**config.mk**
```make
export PLATFORM = sky130hd
export DESIGN_NAME = pdhs_core
export DESIGN_NICKNAME = d
export VERILOG_FILES = /design/src/core/pdhs_pkg.sv /design/src/core/pdhs_seq_if.sv /design/src/core/pdhs_seq.sv /design/src/core/pdhs_core.sv
export SDC_FILE = /design/constraint.sdc
export NUM_CORES = 1
export LEC_CHECK = 0
export BUFFER_PORTS_ARGS = -buffer_cell sky130_fd_sc_hd__buf_2
export CAP_MARGIN = 20
export CORE_MARGIN = 2
export CORE_UTILIZATION = 35
export DETAILED_ROUTE_END_ITERATION = 7
export PLACE_DENSITY_LB_ADDON = 0.12
export SYNTH_ARGS = -nofsm -noshare
export SYNTH_HDL_FRONTEND = slang
export SYNTH_SLANG_ARGS = --single-unit
export TNS_END_PERCENT = 20
```
**constraint.sdc**
```tcl
create_clock -name CLK -period 5.8 [get_ports CLK]
set_input_delay 0.87 -clock CLK [delete_from_list [all_inputs] [get_ports CLK]]
set_output_delay 0.87 -clock CLK [all_outputs]
set_load 0.01 [all_outputs]
```
**src/core/pdhs_pkg.sv**
```systemverilog
package pdhs_pkg;
  // Notes on behaviour
  // RULE1: Switch stays off and open for as long as lockout is asserted.
  // RULE2: While off, switch output and return rail stay disconnected, no switching.
  // RULE3: Switch never closes before a full detection and classification sequence.
  // RULE4: Enabling the switch always enters the charge-limited state first.
  // RULE5: Charge-limited state drives the switch in closed-loop current limit.
  // RULE6: Charge-limited goes to on when switch drop falls below the low threshold.
  // RULE7: On goes to fault-limited when drop stays above high threshold for qualifying time.
  // RULE8: Fault-limited state holds the switch in low current limit.
  // RULE9: Fault-limited returns to on only below re-close threshold after dwell time.
  // RULE10: Surge clamp only when rail voltage is over threshold and switch is open.
  // RULE11: Ringing detection closes the ringing absorption switch across the rails.
  // RULE12: Detection signature shown while port voltage is within detection range; the code shows it only in the detect state.
  // RULE13: Class current is sunk once the port rises above the class threshold.
  // RULE14: Sourcing side may drop below mark level and raise again before power-on.
  // RULE15: Overcurrent holds the converter in reset until the condition clears.
  // RULE16: After overcurrent clears the converter restarts through soft start.
  // RULE17: Converter start-up is fixed, has no configuration input, uses soft start.
  // RULE18: Converter skips cycles at low load and during a short circuit.
  // RULE19: Fixed oscillator when frequency pin is tied to rail, else tuned one.
  // RULE20: Lockout releases at the rising threshold and asserts at the falling one.
  // RULE21: Comparators sampled on the free clock; intervals timed by counters.
  // RULE22: Lockout in any state forces the switch back to off at once.

  localparam int CLK_PERIOD_NS = 50;
  localparam int QUAL_TIME_US = 140;
  localparam int QUAL_CYC = (QUAL_TIME_US * 1000 + CLK_PERIOD_NS - 1) / CLK_PERIOD_NS;
  localparam int QUAL_W = $clog2(QUAL_CYC);
  localparam int DWELL_TIME_MS = 80;
  localparam int DWELL_CYC = (DWELL_TIME_MS * 1000000 + CLK_PERIOD_NS - 1) / CLK_PERIOD_NS;
  localparam int SOFTSTART_TIME_MS = 4;
  localparam int SOFTSTART_CYC =
    (SOFTSTART_TIME_MS * 1000000 + CLK_PERIOD_NS - 1) / CLK_PERIOD_NS;

  localparam logic [7:0] ADR_CTRL = 8'h00;
  localparam logic [7:0] ADR_STATUS = 8'h04;
  localparam logic [7:0] ADR_EVENTS = 8'h08;

  localparam int CTRL_PERMIT_BIT = 0;
  localparam logic CTRL_PERMIT_RST = 1'b1;

  localparam int ST_SW_LSB = 0;
  localparam int ST_LOCK_BIT = 2;
  localparam int ST_SEQ_BIT = 3;
  localparam int ST_CRST_BIT = 4;
  localparam int ST_SS_BIT = 5;
  localparam int ST_CLAMP_BIT = 6;
  localparam int ST_RING_BIT = 7;

  localparam int EV_W = 4;
  localparam int EV_FAULT_BIT = 0;
  localparam int EV_OC_BIT = 1;
  localparam int EV_LOCK_BIT = 2;
  localparam int EV_ON_BIT = 3;

  typedef enum logic [1:0] {SW_OFF, SW_CHARGE, SW_ON, SW_FAULT} pdhs_sw_e;
  typedef enum logic [2:0] {SQ_IDLE, SQ_DETECT, SQ_CLASS, SQ_MARK, SQ_DONE} pdhs_sq_e;
endpackage : pdhs_pkg

```
**src/core/pdhs_seq_if.sv**
```systemverilog
`timescale 1ns/1ps
interface pdhs_seq_if;
  logic det_range;
  logic above_class;
  logic below_mark;
  logic power_ok;
  logic det_en;
  logic class_en;
  logic done;
  modport seq (input det_range, above_class, below_mark, power_ok,
               output det_en, class_en, done);
  modport ctl (output det_range, above_class, below_mark, power_ok,
               input det_en, class_en, done);
endinterface : pdhs_seq_if

```
**src/core/pdhs_seq.sv**
```systemverilog
`timescale 1ns/1ps
module pdhs_seq (
  input wire logic clk,
  input wire logic rst_n,
  input wire logic ce,
  pdhs_seq_if.seq sq
);
  import pdhs_pkg::*;

  typedef struct packed {
    pdhs_sq_e st;
    logic det_en;
    logic class_en;
    logic done;
  } pdhs_seq_s;

  pdhs_seq_s s_r;
  pdhs_seq_s s_nxt;
  logic port_low;

  always_comb begin
    s_nxt = s_r;
    // Below mark and outside detection means the cable is unpowered
    port_low = sq.below_mark && !sq.det_range;
    unique case (s_r.st)
      SQ_IDLE: begin
        if (sq.det_range) s_nxt.st = SQ_DETECT;
      end
      SQ_DETECT: begin
        if (sq.above_class) s_nxt.st = SQ_CLASS;
        else if (port_low) s_nxt.st = SQ_IDLE;
      end
      SQ_CLASS: begin
        if (sq.power_ok) s_nxt.st = SQ_DONE;
        else if (sq.below_mark) s_nxt.st = SQ_MARK; // see RULE14
      end
      SQ_MARK: begin
        if (sq.above_class) s_nxt.st = SQ_CLASS; // see RULE14
        else if (port_low) s_nxt.st = SQ_IDLE;
      end
      SQ_DONE: begin
        if (port_low) s_nxt.st = SQ_IDLE;
      end
    endcase
    s_nxt.det_en = (s_nxt.st == SQ_DETECT) && sq.det_range; // see RULE12
    s_nxt.class_en = (s_nxt.st == SQ_CLASS) && sq.above_class && !sq.power_ok; // see RULE13
    s_nxt.done = (s_nxt.st == SQ_DONE);
  end

  always_ff @(posedge clk or negedge rst_n) begin
    if (!rst_n) begin
      s_r <= '{st: SQ_IDLE, default: '0};
    end else if (ce) begin
      s_r <= s_nxt;
    end
  end

  assign sq.det_en = s_r.det_en;
  assign sq.class_en = s_r.class_en;
  assign sq.done = s_r.done;
endmodule : pdhs_seq

```
**src/core/pdhs_core.sv**
```systemverilog
`timescale 1ns/1ps
module pdhs_core #(
  parameter int DWELL_CYC = pdhs_pkg::DWELL_CYC,
  parameter int SS_CYC = pdhs_pkg::SOFTSTART_CYC
) (
  input wire logic CLK,
  input wire logic RESET_N,
  input wire logic CE,
  input wire logic WB_CYC_I,
  input wire logic WB_STB_I,
  input wire logic WB_WE_I,
  input wire logic [7:0] WB_ADR_I,
  input wire logic [3:0] WB_SEL_I,
  input wire logic [31:0] WB_DAT_I,
  output logic [31:0] WB_DAT_O,
  output logic WB_ACK_O,
  input wire logic PORT_ABOVE_RISE,
  input wire logic PORT_ABOVE_FALL,
  input wire logic PORT_IN_DET,
  input wire logic PORT_ABOVE_CLASS,
  input wire logic PORT_BELOW_MARK,
  input wire logic DROP_BELOW_ON,
  input wire logic DROP_ABOVE_OFF,
  input wire logic DROP_BELOW_RECLOSE,
  input wire logic RAIL_ABOVE_CLAMP,
  input wire logic RING_DETECT,
  input wire logic OVERCURRENT,
  input wire logic LOW_LOAD,
  input wire logic SHORT_CIRCUIT,
  input wire logic FREQ_PIN_AT_RAIL,
  output logic DET_SIG_EN,
  output logic CLASS_SINK_EN,
  output logic SW_CHARGE_EN,
  output logic SW_ON_EN,
  output logic SW_FAULT_EN,
  output logic SURGE_CLAMP_EN,
  output logic RING_SWITCH_EN,
  output logic CONV_RESET,
  output logic CONV_SOFTSTART,
  output logic CONV_SKIP,
  output logic OSC_FIXED_SEL
);
  import pdhs_pkg::*;

  localparam int DW = $clog2(DWELL_CYC + 1);
  localparam int SW = $clog2(SS_CYC + 1);

  typedef struct packed {
    pdhs_sw_e sw;
    logic lockout;
    logic [QUAL_W-1:0] qual_cnt;
    logic [DW-1:0] dwell_cnt;
    logic [SW-1:0] ss_cnt;
    logic crst;
    logic ss;
    logic permit;
    logic [EV_W-1:0] ev;
    logic ack;
    logic [31:0] dat;
    logic chg;
    logic on;
    logic flt;
    logic clamp;
    logic ring;
    logic skip;
    logic osc;
  } pdhs_core_s;

  pdhs_core_s r;
  pdhs_core_s nx;

  pdhs_seq_if sq_if ();

  assign sq_if.det_range = PORT_IN_DET;
  assign sq_if.above_class = PORT_ABOVE_CLASS;
  assign sq_if.below_mark = PORT_BELOW_MARK;
  assign sq_if.power_ok = PORT_ABOVE_RISE;

  pdhs_seq u_seq (
    .clk(CLK),
    .rst_n(RESET_N),
    .ce(CE),
    .sq(sq_if.seq)
  );

  logic req;
  logic [EV_W-1:0] ev_set;
  logic [EV_W-1:0] ev_clr;
  logic qual_hit;
  logic dwell_done;
  logic pwr;

  always_comb begin
    nx = r;
    ev_set = '0;
    ev_clr = '0;
    req = WB_CYC_I && WB_STB_I && !r.ack;

    // Hysteresis between the two port comparators
    if (PORT_ABOVE_RISE) begin
      nx.lockout = 1'b0; // see RULE20
    end else if (!PORT_ABOVE_FALL) begin
      nx.lockout = 1'b1; // see RULE20
    end

    // Counters run on the free clock; comparators are sampled once per cycle
    qual_hit = DROP_ABOVE_OFF && (r.qual_cnt == QUAL_W'(QUAL_CYC - 1)); // see RULE21
    dwell_done = (r.dwell_cnt == DW'(DWELL_CYC - 1)); // see RULE21

    unique case (r.sw)
      SW_OFF: begin
        if (r.permit && sq_if.done) nx.sw = SW_CHARGE; // see RULE3 RULE4
      end
      SW_CHARGE: begin
        if (DROP_BELOW_ON) nx.sw = SW_ON; // see RULE6
      end
      SW_ON: begin
        if (qual_hit) nx.sw = SW_FAULT; // see RULE7
      end
      SW_FAULT: begin
        if (dwell_done && DROP_BELOW_RECLOSE) nx.sw = SW_ON; // see RULE9
      end
    endcase
    if (nx.lockout) nx.sw = SW_OFF; // see RULE1 RULE22

    if (nx.sw == SW_ON && DROP_ABOVE_OFF && !qual_hit) begin
      nx.qual_cnt = r.qual_cnt + 1'b1; // see RULE7
    end else begin
      nx.qual_cnt = '0;
    end
    if (nx.sw != SW_FAULT || r.sw != SW_FAULT) begin
      nx.dwell_cnt = '0;
    end else if (!dwell_done) begin
      nx.dwell_cnt = r.dwell_cnt + 1'b1; // see RULE9
    end

    // Only a fully closed switch powers the converter
    pwr = (nx.sw == SW_ON) && !nx.lockout; // see RULE20
    nx.crst = !pwr || OVERCURRENT; // see RULE15
    // Start-up is fixed: every exit from reset runs the same soft start
    if (nx.crst) begin
      nx.ss = 1'b0;
      nx.ss_cnt = '0;
    end else if (r.crst) begin
      nx.ss = 1'b1; // see RULE16 RULE17
      nx.ss_cnt = '0;
    end else if (r.ss) begin
      if (r.ss_cnt == SW'(SS_CYC - 1)) begin
        nx.ss = 1'b0; // see RULE17
      end else begin
        nx.ss_cnt = r.ss_cnt + 1'b1;
      end
    end
    nx.skip = !nx.crst && (LOW_LOAD || SHORT_CIRCUIT); // see RULE18
    nx.osc = FREQ_PIN_AT_RAIL; // see RULE19

    // All mode enables low means switch output and return rail are apart
    nx.chg = (nx.sw == SW_CHARGE); // see RULE2 RULE5
    nx.on = (nx.sw == SW_ON); // see RULE2
    nx.flt = (nx.sw == SW_FAULT); // see RULE8
    nx.clamp = RAIL_ABOVE_CLAMP && (nx.sw == SW_OFF); // see RULE10
    nx.ring = RING_DETECT; // see RULE11

    ev_set[EV_FAULT_BIT] = (nx.sw == SW_FAULT) && (r.sw != SW_FAULT);
    ev_set[EV_OC_BIT] = OVERCURRENT && !r.crst;
    ev_set[EV_LOCK_BIT] = nx.lockout && !r.lockout;
    ev_set[EV_ON_BIT] = (nx.sw == SW_ON) && (r.sw == SW_CHARGE);

    nx.ack = req;
    if (req) begin
      nx.dat = '0;
      if (WB_WE_I && WB_SEL_I[0]) begin
        if (WB_ADR_I == ADR_CTRL) nx.permit = WB_DAT_I[CTRL_PERMIT_BIT];
        if (WB_ADR_I == ADR_EVENTS) ev_clr = WB_DAT_I[EV_W-1:0];
      end else if (!WB_WE_I) begin
        unique case (WB_ADR_I)
          ADR_CTRL: nx.dat[CTRL_PERMIT_BIT] = r.permit;
          ADR_STATUS: begin
            nx.dat[ST_SW_LSB +: 2] = r.sw;
            nx.dat[ST_LOCK_BIT] = r.lockout;
            nx.dat[ST_SEQ_BIT] = sq_if.done;
            nx.dat[ST_CRST_BIT] = r.crst;
            nx.dat[ST_SS_BIT] = r.ss;
            nx.dat[ST_CLAMP_BIT] = r.clamp;
            nx.dat[ST_RING_BIT] = r.ring;
          end
          ADR_EVENTS: nx.dat[EV_W-1:0] = r.ev;
          default: nx.dat = '0;
        endcase
      end
    end
    // A new event beats a clear in the same cycle
    nx.ev = (r.ev & ~ev_clr) | ev_set;
  end

  always_ff @(posedge CLK or negedge RESET_N) begin
    if (!RESET_N) begin
      r <= '{sw: SW_OFF, lockout: 1'b1, crst: 1'b1, permit: CTRL_PERMIT_RST,
             default: '0};
    end else if (CE) begin
      r <= nx;
    end
  end

  assign WB_DAT_O = r.dat;
  assign WB_ACK_O = r.ack;
  assign DET_SIG_EN = sq_if.det_en;
  assign CLASS_SINK_EN = sq_if.class_en;
  assign SW_CHARGE_EN = r.chg;
  assign SW_ON_EN = r.on;
  assign SW_FAULT_EN = r.flt;
  assign SURGE_CLAMP_EN = r.clamp;
  assign RING_SWITCH_EN = r.ring;
  assign CONV_RESET = r.crst;
  assign CONV_SOFTSTART = r.ss;
  assign CONV_SKIP = r.skip;
  assign OSC_FIXED_SEL = r.osc;

  int unsigned qual_exp;
  assign qual_exp = QUAL_CYC - 1;
  int unsigned dwell_exp;
  assign dwell_exp = DWELL_CYC - 1;
endmodule : pdhs_core

```
==> results.toml <==
[floorplan]
initial_core_util_pct = 36.0
die_area_sq_um = 13900
io_pins = 108
core_sq_um = 12700
dieHeight_um = 118
die_w_um = 118
rows = 41

[worst_setup_path]
setup.worst_path.start_class = "input pin"
cp-end-kind = "flip-flop"
worstSetupPathType = "input pin to flip-flop"
crit_path_max_fanout = 39
crit_required_ns = 6.09
critPathArrivalTime_ns = 3.67

[placed_design]
place_congestion = 0.781
port_buffers = 52
dp_hpwl_um = 7170
post-place-ws_ns = 2.02

[timing]
rsz0062_at_grt = "no"
fin_setup_tns_ns = 0
fmax_ghz = 0.295
finalHoldViolations = 0
final.period_utilization_pct = 58.4
finalCriticalPeriod_ns = 3.39
slew_violations = 0
setup_viol = 0
setup_slack_ns = 2.41
worst_slew_pin_slew_ns = 0.930
slew_headroom_pct = 37.9
finClkSkew_ns = 0.00514

[hold_path]
hold_path_class = "input pin to asynchronous set/reset pin"

[synthesis]
ys_seq_area_share_pct = 45.1
synthFlopType = "dfrtp_1"
netlist_top_cells_area = "dfrtp_1 (43%), buf_4 (5.6%), nor2_1 (5.4%)"
ys_warn_count = 0
synth_top_area_cell = "dfrtp_1"
syn-cell-area_sq_um = 4560
post_synth.cell_area_avg_sq_um = 9.47
ys_ff_latch = 82
yosysTopAreaCellShare_pct = 43.4
postSynthCellCount = 481
ys_types = 66
async_reset_ff_share_pct = 100
synth_edf_count = 0

[drt]
wl_per_cell_um = 15.1
vias = 3574
viasPerCell = 5.13
drtIter0Drc = 311
drtPass1Iterations = 5
routed_wl_um = 10500
drc = 0
ant_nets = 0

[global_route]
grt_pass1_vias = 3415
grt_pass1_wl_um = 17900
grt_max_degree = 48
grt_util_all_layers_pct = 16.0
gr-total-overflow = 0
grt_antenna_before_repair = 0

[power_and_ir_drop]
power.internal_uw = 1070
peakVddDrop_mv = 0.210
power.switching_uw = 425
p_sw_share_pct = 28.5
p_comb_share_pct = 14.6
seqPwrFrac_pct = 43.9
pwr-share-clk_pct = 41.6
p_leak_uw = 0.00236
power.density_nw_per_um2 = 290
power_uw = 1490

[clocking]
cts.clk_slew.worst_paths_ns = 0.06
cts_buffers = 9
cts_setup_buffers = 0
cts_sinks = 82
cts.path.max_buffers = 2
cts_htree_levels = 3
cts_tree = "yes"
cts_resized = 0
cts_hold_buf = 0
clock-root-buffer = "clkbuf_16"
clock_latency_ns = 0.35

[flow_run]
maxCapViolations = 0

[layout]
antenna_cells = 0
nNetsFinal = 588
syn_to_final_growth_pct = 12.9
drive_above_1_share_pct = 17.9

[run_status]
status = "finished clean"
==> worst paths after layout <==
check / from / to / slack [ns] / cells after the start
max: CE / WB_DAT_O[2] / 2.41 / 8
min: RESET_N / r[81] / 0.48 / 1
max reg2reg: WB_ACK_O / WB_DAT_O[2] / 3.03 / 6
min reg2reg: WB_DAT_O[0] / WB_DAT_O[0] / 0.48 / 2
max in group asynchronous: RESET_N / r[89] / 4.34 / 2
min in group CLK: WB_DAT_O[0] / WB_DAT_O[0] / 0.48 / 2
==> registers in the layout, indices dropped and copies added (netlist names) <==
name,cells
RING_SWITCH_EN,1
u_seq.s_r,3
SW_ON_EN,1
SW_CHARGE_EN,1
SW_FAULT_EN,1
r,58
u_seq.sq.class_en,1
u_seq.sq.done,1
OSC_FIXED_SEL,1
WB_DAT_O,8
CONV_RESET,1
CONV_SOFTSTART,1
SURGE_CLAMP_EN,1
WB_ACK_O,1
u_seq.sq.det_en,1
CONV_SKIP,1
==> synthesized netlist by cell type (5+ instances only) <==
cell        n
inv_1      16
xnor2_1    14
a21oi_1    13
a221o_1    12
xor2_1     15
and3_1     23
o2bb2ai_1   7
buf_4      34
and2_1      5
a22o_1      6
nand2b_1    6
nor2_1     65
nand4_1    19
nor3_1      6
nand3_1    18
dfrtp_1    79
nand2_1    34
nor4_1      7
nor2b_1     7
o21ai_0    13
clkbuf_1   12
==> metrics by stage <==
| step | instance area, sq um | util, % | cells | hold slack (ns) |
|---|---|---|---|---|
| floorplan | 4640 | - | 504 | 0.451 |
| global placement | 4820 | 38.1 | 682 | 0.459 |
| detailed placement | 4820 | 38.1 | 682 | 0.472 |
| CTS | 5140 | 40.6 | 697 | 0.486 |
| global route | 5140 | 40.6 | 697 | 0.511 |
| finish | 5140 | 40.6 | 697 | 0.475 |
==> critical path, stage by stage <==
cell	delay [ns]
buf_2	0.08
buf_4	0.36
nand4b_1	0.67
nor4_1	0.56
nand2b_1	0.17
nor3b_2	0.64
a222oi_1	0.23
inv_1	0.08
==> layer usage <==
metal  up-vias  routed length (um)  GRT usage [%]
met4         0                 110           4.52
met3         7                 513           4.31
met2       107                4660           23.7
met1      1716                5250           22.9
li1       1744                   -              -
met5         -                   0              0
==> power by group through the flow <==
| stage | clock, uW | combinational (uW) | sequential, uW |
|---|---|---|---|
| CTS | 637 | 218 | 653 |
| finish | 620 | 217 | 654 |
| global placement | 0 | 213 | 662 |
| floorplan | 0 | 175 | 644 |
| detailed placement | 0 | 217 | 663 |
| global route | 662 | 246 | 661 |
==> area by class of cell <==
cell class	instances	area, sq um
multi-input combinational	355	2200
fill	1278	7530
clock inverter	6	91.3
sequential	82	2060
clock buffer	9	225
timing repair buffer	56	293
tap	172	215
inverter	17	63.8
==> cells in the final DEF (no fill, tap or decap), types with 6 or more instances in the layout <==
master / count
nand2b_1: 6
a21oi_1: 13
nand4_1: 19
o21ai_0: 13
and3_1: 23
nor4_1: 7
conb_1: 24
xor2_1: 15
nand3_1: 18
nor2_1: 65
dfrtp_1: 79
nand2_1: 34
a221o_1: 12
nor3_1: 6
buf_2: 51
inv_1: 16
clkbuf_16: 9
a22o_1: 6
o2bb2ai_1: 7
xnor2_1: 14
nor2b_1: 7
==> cells by family after synthesis <==
kind of cell / count (synthesis) / synth area share [%]
compound gates: 82 / 14.1
xor+xnor: 29 / 5.58
mux: 6 / 1.46
fa+ha+maj: 3 / 0.824
simple gates: 211 / 24.3
flops: 82 / 45.1
buf+inv: 67 / 8.54
other cells: 1 / 0.0823
Note: power is estimated with default switching activity, not from simulation.
